===== config.mk =====
export PLATFORM = sky130hd
export DESIGN_NAME = lrc_top
export DESIGN_NICKNAME = d
export VERILOG_FILES = /design/src/rtl/lrc_pkg.sv /design/src/rtl/lrc_top.sv
export VERILOG_INCLUDE_DIRS = /design/src /design/src/rtl
export SDC_FILE = /design/constraint.sdc
export NUM_CORES = 1
export LEC_CHECK = 0
export ABC_AREA = 1
export BUFFER_PORTS_ARGS = -buffer_cell sky130_fd_sc_hd__buf_2
export CORE_ASPECT_RATIO = 1.2
export CORE_UTILIZATION = 58
export CTS_CLUSTER_SIZE = 40
export DETAILED_ROUTE_END_ITERATION = 12
export PLACE_DENSITY = 0.81
export SYNTH_ARGS = -nofsm -noshare
export SYNTH_HDL_FRONTEND = slang
export SYNTH_SLANG_ARGS = --single-unit

===== constraint.sdc =====
create_clock -name mclk -period 2.05 [get_ports mclk]
set_clock_uncertainty 0.1 [all_clocks]
set_input_delay 0 -clock mclk [delete_from_list [all_inputs] [get_ports mclk]]
set_output_delay 0 -clock mclk [all_outputs]
set_load 0.03 [all_outputs]

===== src/rtl/lrc_regs.svh =====
// Register indices, field positions, reset values and timing constants
`ifndef LRC_REGS_SVH
`define LRC_REGS_SVH

// Printed register indices; byte address is four times the index
`define LRC_IDX_L1_ACT     8'h50
`define LRC_IDX_L1_LPM     8'h51
`define LRC_IDX_L1_HIB     8'h52
`define LRC_IDX_L1_HPM     8'h53
`define LRC_IDX_L1_SEQ     8'h54
`define LRC_IDX_L1_CFG     8'h55
`define LRC_IDX_L2_ACT     8'h60
`define LRC_IDX_L2_LPM     8'h61
`define LRC_IDX_L2_HIB     8'h62
`define LRC_IDX_L2_HPM     8'h63
`define LRC_IDX_L2_SEQ     8'h64
`define LRC_IDX_L2_CFG     8'h65
`define LRC_IDX_IRQ_STS    8'h70
`define LRC_IDX_IRQ_MSK    8'h71

// Slot numbers inside one regulator's bank
`define LRC_SLOT_SEQ       3'h4
`define LRC_SLOT_CFG       3'h5
`define LRC_NUM_SLOTS      6

// Power-on values
`define LRC_RST_L1_ACT     8'h80
`define LRC_RST_L1_LPM     8'h80
`define LRC_RST_L1_HIB     8'h00
`define LRC_RST_L1_HPM     8'h80
`define LRC_RST_L1_SEQ     8'h09
`define LRC_RST_L1_CFG     8'hb0
`define LRC_RST_L2_MODE    8'h37
`define LRC_RST_L2_SEQ     8'h01
`define LRC_RST_L2_CFG     8'ha0
`define LRC_RST_IRQ_MSK    2'h0

// Reserved bits forced on the stored value
`define LRC_MODE_KEEP_MASK 8'hbf
`define LRC_CFG_KEEP_MASK  8'hbf
`define LRC_L1_CFG_FORCE   8'h10

// Sequencing delay unit
`define LRC_CLK_MHZ        25
`define LRC_DELAY_UNIT_US  1000

`endif


===== src/rtl/lrc_pkg.sv =====
// Types shared by the linear regulator control register block
package lrc_pkg;

  typedef enum logic [1:0] {
    MODE_ACTIVE,
    MODE_LOWPOWER,
    MODE_HIBERNATE,
    MODE_HIPERF
  } lrc_opmode_type;

  typedef struct packed {
    logic       enable;
    logic       reserved;
    logic [5:0] voltage_code;
  } lrc_mode_type;

  typedef struct packed {
    logic [1:0] soft_start_rate;
    logic [1:0] sequence_step;
    logic       sequence_enable;
    logic [2:0] delay;
  } lrc_seq_type;

  typedef struct packed {
    logic       fault_mask;
    logic       reserved6;
    logic       discharge_control;
    logic       reserved4;
    logic [1:0] scaling_rate;
    logic       reg_enable;
    logic       reg_control_select;
  } lrc_cfg_type;

  // Per-regulator status from the analog side
  typedef struct packed {
    logic fault_flag;
    logic soft_start_done;
    logic power_good;
  } lrc_stat_type;

  // Per-regulator control towards the analog side
  typedef struct packed {
    logic       enable;
    logic [5:0] voltage_code;
    logic [1:0] soft_start_rate;
    logic [1:0] scaling_rate;
    logic       discharge;
    logic       soft_start_go;
  } lrc_ctrl_type;

  typedef enum logic [1:0] {
    SEQ_IDLE,
    SEQ_WAIT,
    SEQ_UP
  } lrc_seq_state_type;

endpackage : lrc_pkg


===== src/rtl/lrc_top.sv =====
// Linear regulator control registers with APB access and start-up timing
//
// Our own choice: the APB register port.
`timescale 1ns/10ps
`include "lrc_regs.svh"

module lrc_top
  import lrc_pkg::*;
#(
  parameter int NUM_REGS       = 2,
  parameter int DELAY_UNIT_CYC = `LRC_DELAY_UNIT_US * `LRC_CLK_MHZ
) (
  input  wire logic                 mclk,
  input  wire logic                 rstn,
  input  wire logic                 psel,
  input  wire logic                 penable,
  input  wire logic                 pwrite,
  input  wire logic [11:0]          paddr,
  input  wire logic [31:0]          pwdata,
  output logic      [31:0]          prdata,
  output logic                      pready,
  output logic                      pslverr,
  input  wire logic [5:0]           voltage_code_strap,
  input  wire lrc_opmode_type       op_mode,
  input  wire logic                 step_go,
  input  wire logic [1:0]           step_now,
  input  wire lrc_stat_type [NUM_REGS-1:0] reg_stat,
  output lrc_ctrl_type [NUM_REGS-1:0]      reg_ctrl,
  output logic                      step_complete,
  output logic                      interrupt_out_n
);

  // Register decode: hit, regulator number, slot (or irq register)
  // Index comes from paddr[11:2]; the two low address bits are ignored
  typedef struct packed {
    logic       hit;
    logic       irq;
    logic       bank;
    logic [2:0] slot;
  } lrc_dec_type;

  function automatic lrc_dec_type decode(input logic [9:0] idx);
    lrc_dec_type d;
    d = '0;
    d.hit = 1'b1;
    unique case (idx)
      {2'h0, `LRC_IDX_L1_ACT}:  d.slot = 3'(MODE_ACTIVE);
      {2'h0, `LRC_IDX_L1_LPM}:  d.slot = 3'(MODE_LOWPOWER);
      {2'h0, `LRC_IDX_L1_HIB}:  d.slot = 3'(MODE_HIBERNATE);
      {2'h0, `LRC_IDX_L1_HPM}:  d.slot = 3'(MODE_HIPERF);
      {2'h0, `LRC_IDX_L1_SEQ}:  d.slot = `LRC_SLOT_SEQ;
      {2'h0, `LRC_IDX_L1_CFG}:  d.slot = `LRC_SLOT_CFG;
      {2'h0, `LRC_IDX_L2_ACT}:  d = '{1'b1, 1'b0, 1'b1, 3'(MODE_ACTIVE)};
      {2'h0, `LRC_IDX_L2_LPM}:  d = '{1'b1, 1'b0, 1'b1, 3'(MODE_LOWPOWER)};
      {2'h0, `LRC_IDX_L2_HIB}:  d = '{1'b1, 1'b0, 1'b1, 3'(MODE_HIBERNATE)};
      {2'h0, `LRC_IDX_L2_HPM}:  d = '{1'b1, 1'b0, 1'b1, 3'(MODE_HIPERF)};
      {2'h0, `LRC_IDX_L2_SEQ}:  d = '{1'b1, 1'b0, 1'b1, `LRC_SLOT_SEQ};
      {2'h0, `LRC_IDX_L2_CFG}:  d = '{1'b1, 1'b0, 1'b1, `LRC_SLOT_CFG};
      {2'h0, `LRC_IDX_IRQ_STS}: d = '{1'b1, 1'b1, 1'b0, 3'h0};
      {2'h0, `LRC_IDX_IRQ_MSK}: d = '{1'b1, 1'b1, 1'b0, 3'h1};
      default:                  d.hit = 1'b0;
    endcase
    return d;
  endfunction : decode

  // Power-on value of one slot
  // Regulator two's four mode slots share one default
  function automatic logic [7:0] reset_value(input int r, input int s);
    logic [7:0] v;
    v = 8'h00;
    if (r == 0) begin
      unique case (s)
        0:       v = `LRC_RST_L1_ACT;
        1:       v = `LRC_RST_L1_LPM;
        2:       v = `LRC_RST_L1_HIB;
        3:       v = `LRC_RST_L1_HPM;
        4:       v = `LRC_RST_L1_SEQ;
        default: v = `LRC_RST_L1_CFG;
      endcase
    end else begin
      unique case (s)
        4:       v = `LRC_RST_L2_SEQ;
        5:       v = `LRC_RST_L2_CFG;
        default: v = `LRC_RST_L2_MODE;
      endcase
    end
    return v;
  endfunction : reset_value

  // Register storage, fault status and mask, bus answer
  logic [7:0]          bank_reg  [NUM_REGS][`LRC_NUM_SLOTS];
  logic [7:0]          bank_next [NUM_REGS][`LRC_NUM_SLOTS];
  logic                strap_done_reg;
  logic                strap_done_next;
  logic [NUM_REGS-1:0] irq_sts_reg;
  logic [NUM_REGS-1:0] irq_sts_next;
  logic [NUM_REGS-1:0] irq_msk_reg;
  logic [NUM_REGS-1:0] irq_msk_next;
  logic [31:0]         prdata_next;
  logic                pready_next;
  logic                pslverr_next;
  lrc_dec_type         dec;
  logic                wr_fire;

  // Current bus address decode
  assign dec     = decode(paddr[11:2]);
  // Write commits only at the access edge with pready high
  assign wr_fire = psel & penable & pready & pwrite;

  // Register bank next values
  always_comb begin
    bank_next       = bank_reg;
    strap_done_next = 1'b1;
    irq_msk_next    = irq_msk_reg;
    // Later changes on the strap pin are ignored
    // strap code caught once after reset release
    if (!strap_done_reg) begin
      for (int s = 0; s < 4; s++) begin
        bank_next[0][s][5:0] = voltage_code_strap;
      end
    end
    if (wr_fire && dec.hit && !dec.irq && int'(dec.bank) < NUM_REGS) begin
      bank_next[dec.bank][dec.slot] = pwdata[7:0];
      if (dec.slot < `LRC_SLOT_SEQ) begin
        bank_next[dec.bank][dec.slot] = pwdata[7:0] & `LRC_MODE_KEEP_MASK;
      end else if (dec.slot == `LRC_SLOT_CFG) begin
        bank_next[dec.bank][dec.slot] = pwdata[7:0] & `LRC_CFG_KEEP_MASK;
        if (dec.bank == 1'b0) begin
          bank_next[0][`LRC_SLOT_CFG] = bank_next[0][`LRC_SLOT_CFG] |
                                        `LRC_L1_CFG_FORCE;
        end
      end
    end
    // Mask register write
    if (wr_fire && dec.hit && dec.irq && dec.slot == 3'h1) begin
      irq_msk_next = pwdata[NUM_REGS-1:0];
    end
  end

  always_ff @(posedge mclk or negedge rstn) begin
    if (!rstn) begin
      for (int r = 0; r < NUM_REGS; r++) begin
        for (int s = 0; s < `LRC_NUM_SLOTS; s++) begin
          bank_reg[r][s] <= reset_value(r, s);
        end
      end
      strap_done_reg <= 1'b0;
      irq_msk_reg    <= `LRC_RST_IRQ_MSK;
    end else begin
      bank_reg       <= bank_next;
      strap_done_reg <= strap_done_next;
      irq_msk_reg    <= irq_msk_next;
    end
  end

  // APB answer: data latched in setup, one access cycle
  // Decoding in setup lets the answer stand through the access cycle
  always_comb begin
    prdata_next  = prdata;
    pready_next  = 1'b0;
    pslverr_next = 1'b0;
    if (psel && !penable) begin
      pready_next  = 1'b1;
      pslverr_next = !dec.hit || (!dec.irq && int'(dec.bank) >= NUM_REGS);
      prdata_next  = 32'h0000_0000;
      if (dec.hit && dec.irq) begin
        prdata_next[NUM_REGS-1:0] = (dec.slot == 3'h0) ? irq_sts_reg
                                                       : irq_msk_reg;
      end else if (dec.hit && int'(dec.bank) < NUM_REGS) begin
        prdata_next[7:0] = bank_reg[dec.bank][dec.slot];
      end
    end
  end

  // Bus answer registers
  always_ff @(posedge mclk or negedge rstn) begin
    if (!rstn) begin
      prdata  <= 32'h0000_0000;
      pready  <= 1'b0;
      pslverr <= 1'b0;
    end else begin
      prdata  <= prdata_next;
      pready  <= pready_next;
      pslverr <= pslverr_next;
    end
  end

  // Delay unit tick divider
  localparam int TW = $clog2(DELAY_UNIT_CYC + 1);
  logic [TW-1:0] tick_cnt_reg;
  logic [TW-1:0] tick_cnt_next;
  logic          tick;

  assign tick = (tick_cnt_reg == TW'(DELAY_UNIT_CYC - 1));

  // Free-running count; units are not aligned to step starts
  always_comb begin
    tick_cnt_next = tick ? '0 : tick_cnt_reg + TW'(1);
  end

  // Divider counter
  always_ff @(posedge mclk or negedge rstn) begin
    if (!rstn) begin
      tick_cnt_reg <= '0;
    end else begin
      tick_cnt_reg <= tick_cnt_next;
    end
  end

  // Per-regulator sequencing and output control
  logic [NUM_REGS-1:0] step_ok;
  logic [NUM_REGS-1:0] irq_src;
  lrc_ctrl_type [NUM_REGS-1:0] ctrl_next;

  genvar g;
  generate
    for (g = 0; g < NUM_REGS; g++) begin : g_reg
      lrc_mode_type      mode_sel;
      lrc_seq_type       seq;
      lrc_cfg_type       cfg;
      lrc_cfg_type       cfg_next;
      lrc_seq_state_type st_reg;
      lrc_seq_state_type st_next;
      logic [2:0]        dly_reg;
      logic [2:0]        dly_next;
      logic              go_pulse;
      logic              auto_en;
      logic              en;

      assign mode_sel = lrc_mode_type'(bank_reg[g][int'(op_mode)]);
      assign seq      = lrc_seq_type'(bank_reg[g][`LRC_SLOT_SEQ]);
      assign cfg      = lrc_cfg_type'(bank_reg[g][`LRC_SLOT_CFG]);
      // Look-ahead copy so the interrupt pin follows a mask write at once
      assign cfg_next = lrc_cfg_type'(bank_next[g][`LRC_SLOT_CFG]);

      // Start-up wait and soft-start launch
      always_comb begin
        st_next  = st_reg;
        dly_next = dly_reg;
        go_pulse = 1'b0;
        unique case (st_reg)
          SEQ_IDLE: begin
            // step match; gated by sequence enable
            if (step_go && step_now == seq.sequence_step &&
                seq.sequence_enable) begin
              st_next  = SEQ_WAIT;
              dly_next = seq.delay;
            end
          end
          SEQ_WAIT: begin
            if (tick) begin
              if (dly_reg == 3'h0) begin
                st_next  = SEQ_UP;
                go_pulse = 1'b1;
              end else begin
                dly_next = dly_reg - 3'h1;
              end
            end
          end
          // No power-down sequence; only reset leaves this state
          SEQ_UP:  st_next = SEQ_UP;
          // Spare state code recovers to idle
          default: st_next = SEQ_IDLE;
        endcase
      end

      // Sequencer state registers
      always_ff @(posedge mclk or negedge rstn) begin
        if (!rstn) begin
          st_reg  <= SEQ_IDLE;
          dly_reg <= 3'h0;
        end else begin
          st_reg  <= st_next;
          dly_reg <= dly_next;
        end
      end

      assign auto_en = mode_sel.enable && (st_reg == SEQ_UP);
      assign en = cfg.reg_control_select ? cfg.reg_enable : auto_en;

      // A regulator of another step never holds the step back
      // flags neglected when sequence disabled
      assign step_ok[g] = (seq.sequence_step != step_now) ||
                          !seq.sequence_enable ||
                          (reg_stat[g].soft_start_done &&
                           reg_stat[g].power_good);
      assign irq_src[g] = !cfg_next.fault_mask;

      // Control word towards the analog side
      always_comb begin
        ctrl_next[g].enable          = en;
        ctrl_next[g].voltage_code    = mode_sel.voltage_code;
        ctrl_next[g].soft_start_rate = seq.soft_start_rate;
        ctrl_next[g].scaling_rate    = cfg.scaling_rate;
        ctrl_next[g].discharge       = cfg.discharge_control && !en;
        ctrl_next[g].soft_start_go   = go_pulse;
      end
    end
  endgenerate

  // Fault status: set wins over write-one-to-clear
  // A fault in the clearing cycle keeps its bit set, so none is lost
  always_comb begin
    irq_sts_next = irq_sts_reg;
    if (wr_fire && dec.hit && dec.irq && dec.slot == 3'h0) begin
      irq_sts_next = irq_sts_reg & ~pwdata[NUM_REGS-1:0];
    end
    for (int r = 0; r < NUM_REGS; r++) begin
      if (reg_stat[r].fault_flag) begin
        irq_sts_next[r] = 1'b1;
      end
    end
  end

  // Fault status registers
  always_ff @(posedge mclk or negedge rstn) begin
    if (!rstn) begin
      irq_sts_reg <= '0;
    end else begin
      irq_sts_reg <= irq_sts_next;
    end
  end

  logic                step_complete_next;
  logic                interrupt_out_n_next;

  // Interrupt looks ahead at status, mask and fault mask: changes on the same edge as the status bit
  always_comb begin
    step_complete_next   = &step_ok;
    interrupt_out_n_next = ~|(irq_sts_next & irq_msk_next & irq_src);
  end

  // Outputs registered
  always_ff @(posedge mclk or negedge rstn) begin
    if (!rstn) begin
      reg_ctrl        <= '0;
      step_complete   <= 1'b0;
      interrupt_out_n <= 1'b1;
    end else begin
      reg_ctrl        <= ctrl_next;
      step_complete   <= step_complete_next;
      interrupt_out_n <= interrupt_out_n_next;
    end
  end

endmodule : lrc_top


==> impl_results.md <==
- Total number of clock tree sinks: 164
- Most frequent standard cell in the layout excluding fill and tap cells: sky130_fd_sc_hd__nand2_1
- Crit Reg-Reg Endpoint: tick_cnt_reg[14]
- Antenna-violating nets left: 0
- Max-capacitance violation count: 0
- Syn Area/Cell: 7.93 um2
- Run status: complete, no violations
- Setup slack, reg-to-reg: 0.06 ns
- Share of the yosys chip area belonging to registers: 47.4%
- Floorplan die area: 0.0156 mm2
- Synth Area in Adders: 1.57%
- Power density over the cells: 805 mW/mm2
- First-pass iteration count of the detailed router: 8
- Critical path class: reg -> reg
- Port-buffer cells: 77
- Post-route clock period utilization: 96.9%
- Worst relative slew slack: 56.6%
- Synthesized-area fraction occupied by ao, oa, aoi and oai cells: 15.4%
- Vias in the first global route: 7362
- Highest-delay cell along the critical path: sky130_fd_sc_hd__dfrtp_1
- Mapped cell area: 0.00875 mm2
- Crit path time final: 1.99 ns
- Max stage delay on crit path: 0.40 ns
- Initial Utilization: 60.2%
- Count of pins over their slew limit: 0
- Category of the worst setup path capture point: flip-flop
- WL final: 22700 um
- # nets final: 1308
- Count of fill cells added during filler insertion: 1150
- CTS tree: built
- Final count of hold timing violations: 0
- Total overflow reported by the global router: 0
- Largest fanout on the critical path: 3
- Crit-path cells: ha_4, nand2_2, nor2_4, nand3_2, nor2_2, nand2_1, nor2_2, nand2_1, nor2_2, and3_1, nand2_1, nand2_1, nor2_1
- WP data required: 2.27 ns
- Launch point of the worst reg-to-reg path: tick_cnt_reg[0]
- Via count: 7891
- Transition at the pin with the smallest max-transition slack: 0.650 ns
- Root buffer cell: sky130_fd_sc_hd__clkbuf_16
- Dpl hpwl: 15700 um
- Global-route total usage across every layer: 30.3%
- Post-Synth Simple-Gate Area: 25.1%
- Register bit total from synthesis: 164
- Cell depth of the worst flop-to-flop path: 13
- Area share of xor/xnor cells in the synthesized design: 0.501%
- Peak VDD IR: 580 uV
- Worst path depth: 13
- Multiplexer share of the synthesized area: 0%
- Wire length of the first global-routing pass: 36200 um
- Largest net degree at the start of global routing: 57
- Setup WS post-layout: 0.0626 ns
- Worst-case clock buffer depth: 2
- H-tree depth: 4
- Detailed router's first-iteration violation count: 672
- Dominant combinational cell family by area after synthesis: simple AND/OR/NAND/NOR gates
- Post-route cell area: 0.0104 mm2
- Routability cong.: 0.904
- Clock transition at the registers of the reported paths: 0.06 ns
- Cell count after synthesis: 1104
- Fmax: 503 MHz
- Floorplan die width: 114 um
- Class of the worst hold path: in -> async
- Number of library cell types mapped by synthesis: 44
- Wirelength per Cell: 15.7 um
- Post-route setup TNS: 0 ns
- Launch point of the worst path: tick_cnt_reg[0]
- Setup-violating endpoint count in the final report: 0
- Site Rows: 48
- Synth Warn #: 0
- Pleak: 0.00517 uW
- Total core area: 0.0145 mm2
- Syn-to-layout area delta: 19.2%
- Number of non-filler instances in the completed layout: 1444
- Post-DP Area: 0.00930 mm2
- CP startpoint kind: flip-flop
- Placed Cells incl. Taps: 1368
- Pre-CTS setup slack: 0.0166 ns
- IO Count: 128
- Capture point of the worst path: tick_cnt_reg[14]
- Critical Path Most Common Cell: sky130_fd_sc_hd__nand2_1
- Proportion of layout cells with a drive suffix above 1: 19.7%
- Top cell family by delay on the critical path: simple AND/OR/NAND/NOR gates
- Number of buffers and inverters on the critical path: 0
- Clk Latency, worst-skew pair: 0.44 ns
- Total clock buffers created by CTS: 17
- Antenna violations before repair: 0
- Via/cell ratio: 5.46
- Total DRC errors in the routed layout: 0
- Highest-count cells in the layout ignoring fill and taps: 269 x sky130_fd_sc_hd__nand2_1, 132 x sky130_fd_sc_hd__dfrtp_1, 102 x sky130_fd_sc_hd__inv_1, 94 x sky130_fd_sc_hd__o21ai_0, 93 x sky130_fd_sc_hd__nor2_1
- Diode insertion count for antenna repair: 0
- Final Hold Slack: 0.0207 ns
- Die H: 137 um
- Arrival time worst endpoint: 2.21 ns
## worst register-to-register path, stage by stage (launching register included)
cell	delay (ns)
sky130_fd_sc_hd__dfrtp_1	0.40
sky130_fd_sc_hd__ha_4	0.16
sky130_fd_sc_hd__nand2_2	0.09
sky130_fd_sc_hd__nor2_4	0.14
sky130_fd_sc_hd__nand3_2	0.10
sky130_fd_sc_hd__nor2_2	0.13
sky130_fd_sc_hd__nand2_1	0.07
sky130_fd_sc_hd__nor2_2	0.14
sky130_fd_sc_hd__nand2_1	0.11
sky130_fd_sc_hd__nor2_2	0.11
sky130_fd_sc_hd__and3_1	0.17
sky130_fd_sc_hd__nand2_1	0.05
sky130_fd_sc_hd__nand2_1	0.05
sky130_fd_sc_hd__nor2_1	0.04
## layout make-up
class                           count  area [um2]  share of cell area [%]
Sequential cell                   164        4140                    39.7
Clock inverter                     14         224                    2.15
Tap cell                          200         250                    2.40
Clock buffer                       18         429                    4.11
Timing Repair Buffer              148        1060                    10.2
Inverter                          119         449                    4.31
Multi-Input combinational cell    781        3870                    37.1
## how the worst min path moves through the flow
| stage | slack [ns] | cells past startpoint | from | to |
|---|---|---|---|---|
| 6_report | 0.02 | 2 | rstn | irq_msk_reg[0] |
| 5_1_grt | 0.05 | 4 | paddr[2] | bank_reg[77] |
| 4_1_cts | 0.001 | 5 | paddr[10] | bank_reg[22] |
| 3_5_place_dp | -0.09 | 1 | rstn | async pin |
| 3_3_place_gp | -0.09 | 1 | rstn | pslverr |
| 2_1_floorplan | -0.40 | 0 | rstn | async pin |
## timing repair
item,4_1_cts,5_1_grt
endpoints found under the setup margin,0,14
gates resized for setup,0,14
hold endpoints to repair,226,0
buffers inserted,0,7
hold buffers,38,0
## power breakdown
group          total, uW  internal [uW]  switching [uW]
Sequential          3510           3410            94.8
Clock               3550           2180            1370
Combinational       1340            457             887
Total               8400           6050            2350
## cells in the mapped netlist
master	count	area (um2)
sky130_fd_sc_hd__nand3_1	39	195
sky130_fd_sc_hd__o31ai_1	1	7.51
sky130_fd_sc_hd__a31oi_1	1	6.26
sky130_fd_sc_hd__xnor2_1	1	8.76
sky130_fd_sc_hd__o21ai_1	75	375
sky130_fd_sc_hd__inv_1	102	383
sky130_fd_sc_hd__nand4_1	13	81.3
sky130_fd_sc_hd__o21bai_1	1	7.51
sky130_fd_sc_hd__nand3_4	3	52.6
sky130_fd_sc_hd__buf_6	7	78.8
sky130_fd_sc_hd__dfstp_2	32	841
sky130_fd_sc_hd__clkinv_1	3	11.3
sky130_fd_sc_hd__buf_2	8	40.0
sky130_fd_sc_hd__or2_0	1	6.26
sky130_fd_sc_hd__and3_1	2	12.5
sky130_fd_sc_hd__nor2_1	97	364
sky130_fd_sc_hd__buf_4	32	240
sky130_fd_sc_hd__o21ai_0	94	470
sky130_fd_sc_hd__nor2_8	1	20.0
sky130_fd_sc_hd__or2_1	1	6.26
sky130_fd_sc_hd__or2_2	4	25.0
sky130_fd_sc_hd__nand4_4	3	63.8
sky130_fd_sc_hd__nor3_2	2	20.0
sky130_fd_sc_hd__conb_1	2	7.51
sky130_fd_sc_hd__nand2_2	14	87.6
sky130_fd_sc_hd__inv_2	13	48.8
sky130_fd_sc_hd__o211ai_1	4	30.0
sky130_fd_sc_hd__nand3b_1	4	30.0
sky130_fd_sc_hd__xor2_1	4	35.0
sky130_fd_sc_hd__nand2_4	2	22.5
sky130_fd_sc_hd__a21boi_0	2	15.0
sky130_fd_sc_hd__clkbuf_1	16	60.1
sky130_fd_sc_hd__o22ai_1	5	31.3
sky130_fd_sc_hd__nor2_4	10	113
sky130_fd_sc_hd__nor3_1	2	10.0
sky130_fd_sc_hd__nand2_1	270	1010
sky130_fd_sc_hd__a21oi_4	1	16.3
sky130_fd_sc_hd__nor2_2	7	43.8
sky130_fd_sc_hd__nor4_1	5	31.3
sky130_fd_sc_hd__ha_1	11	138
sky130_fd_sc_hd__inv_4	1	6.26
sky130_fd_sc_hd__a21oi_1	72	360
sky130_fd_sc_hd__dfrtp_1	132	3300
sky130_fd_sc_hd__o21a_1	4	30.0
## per-layer routing
| metal | part of all wire (%) | vias up | track usage [%] |
|---|---|---|---|
| li1 | - | 3789 | - |
| met1 | 41 | 3740 | 38.3 |
| met2 | 50 | 313 | 51.2 |
| met3 | 5.9 | 49 | 5.80 |
| met4 | 2.7 | 0 | 12.2 |
| met5 | 0 | - | 0 |
## kinds of logic (layout without fill, tap and decap cells)
logic type,after synthesis,after routing
other cells,2,25
buf+inv,182,299
fa+ha+maj,11,11
simple gates,480,480
xor+xnor,5,5
flops,164,164
compound gates,260,260
## through the flow
stage          util (%)  power [uW]
4_1_cts            71.1        8400
5_1_grt            71.8        8750
2_1_floorplan         -        4470
6_report           71.8        8400
3_5_place_dp       64.0        4820
3_3_place_gp       64.0        4770
No activity file was read; power rests on OpenSTA's default activity.
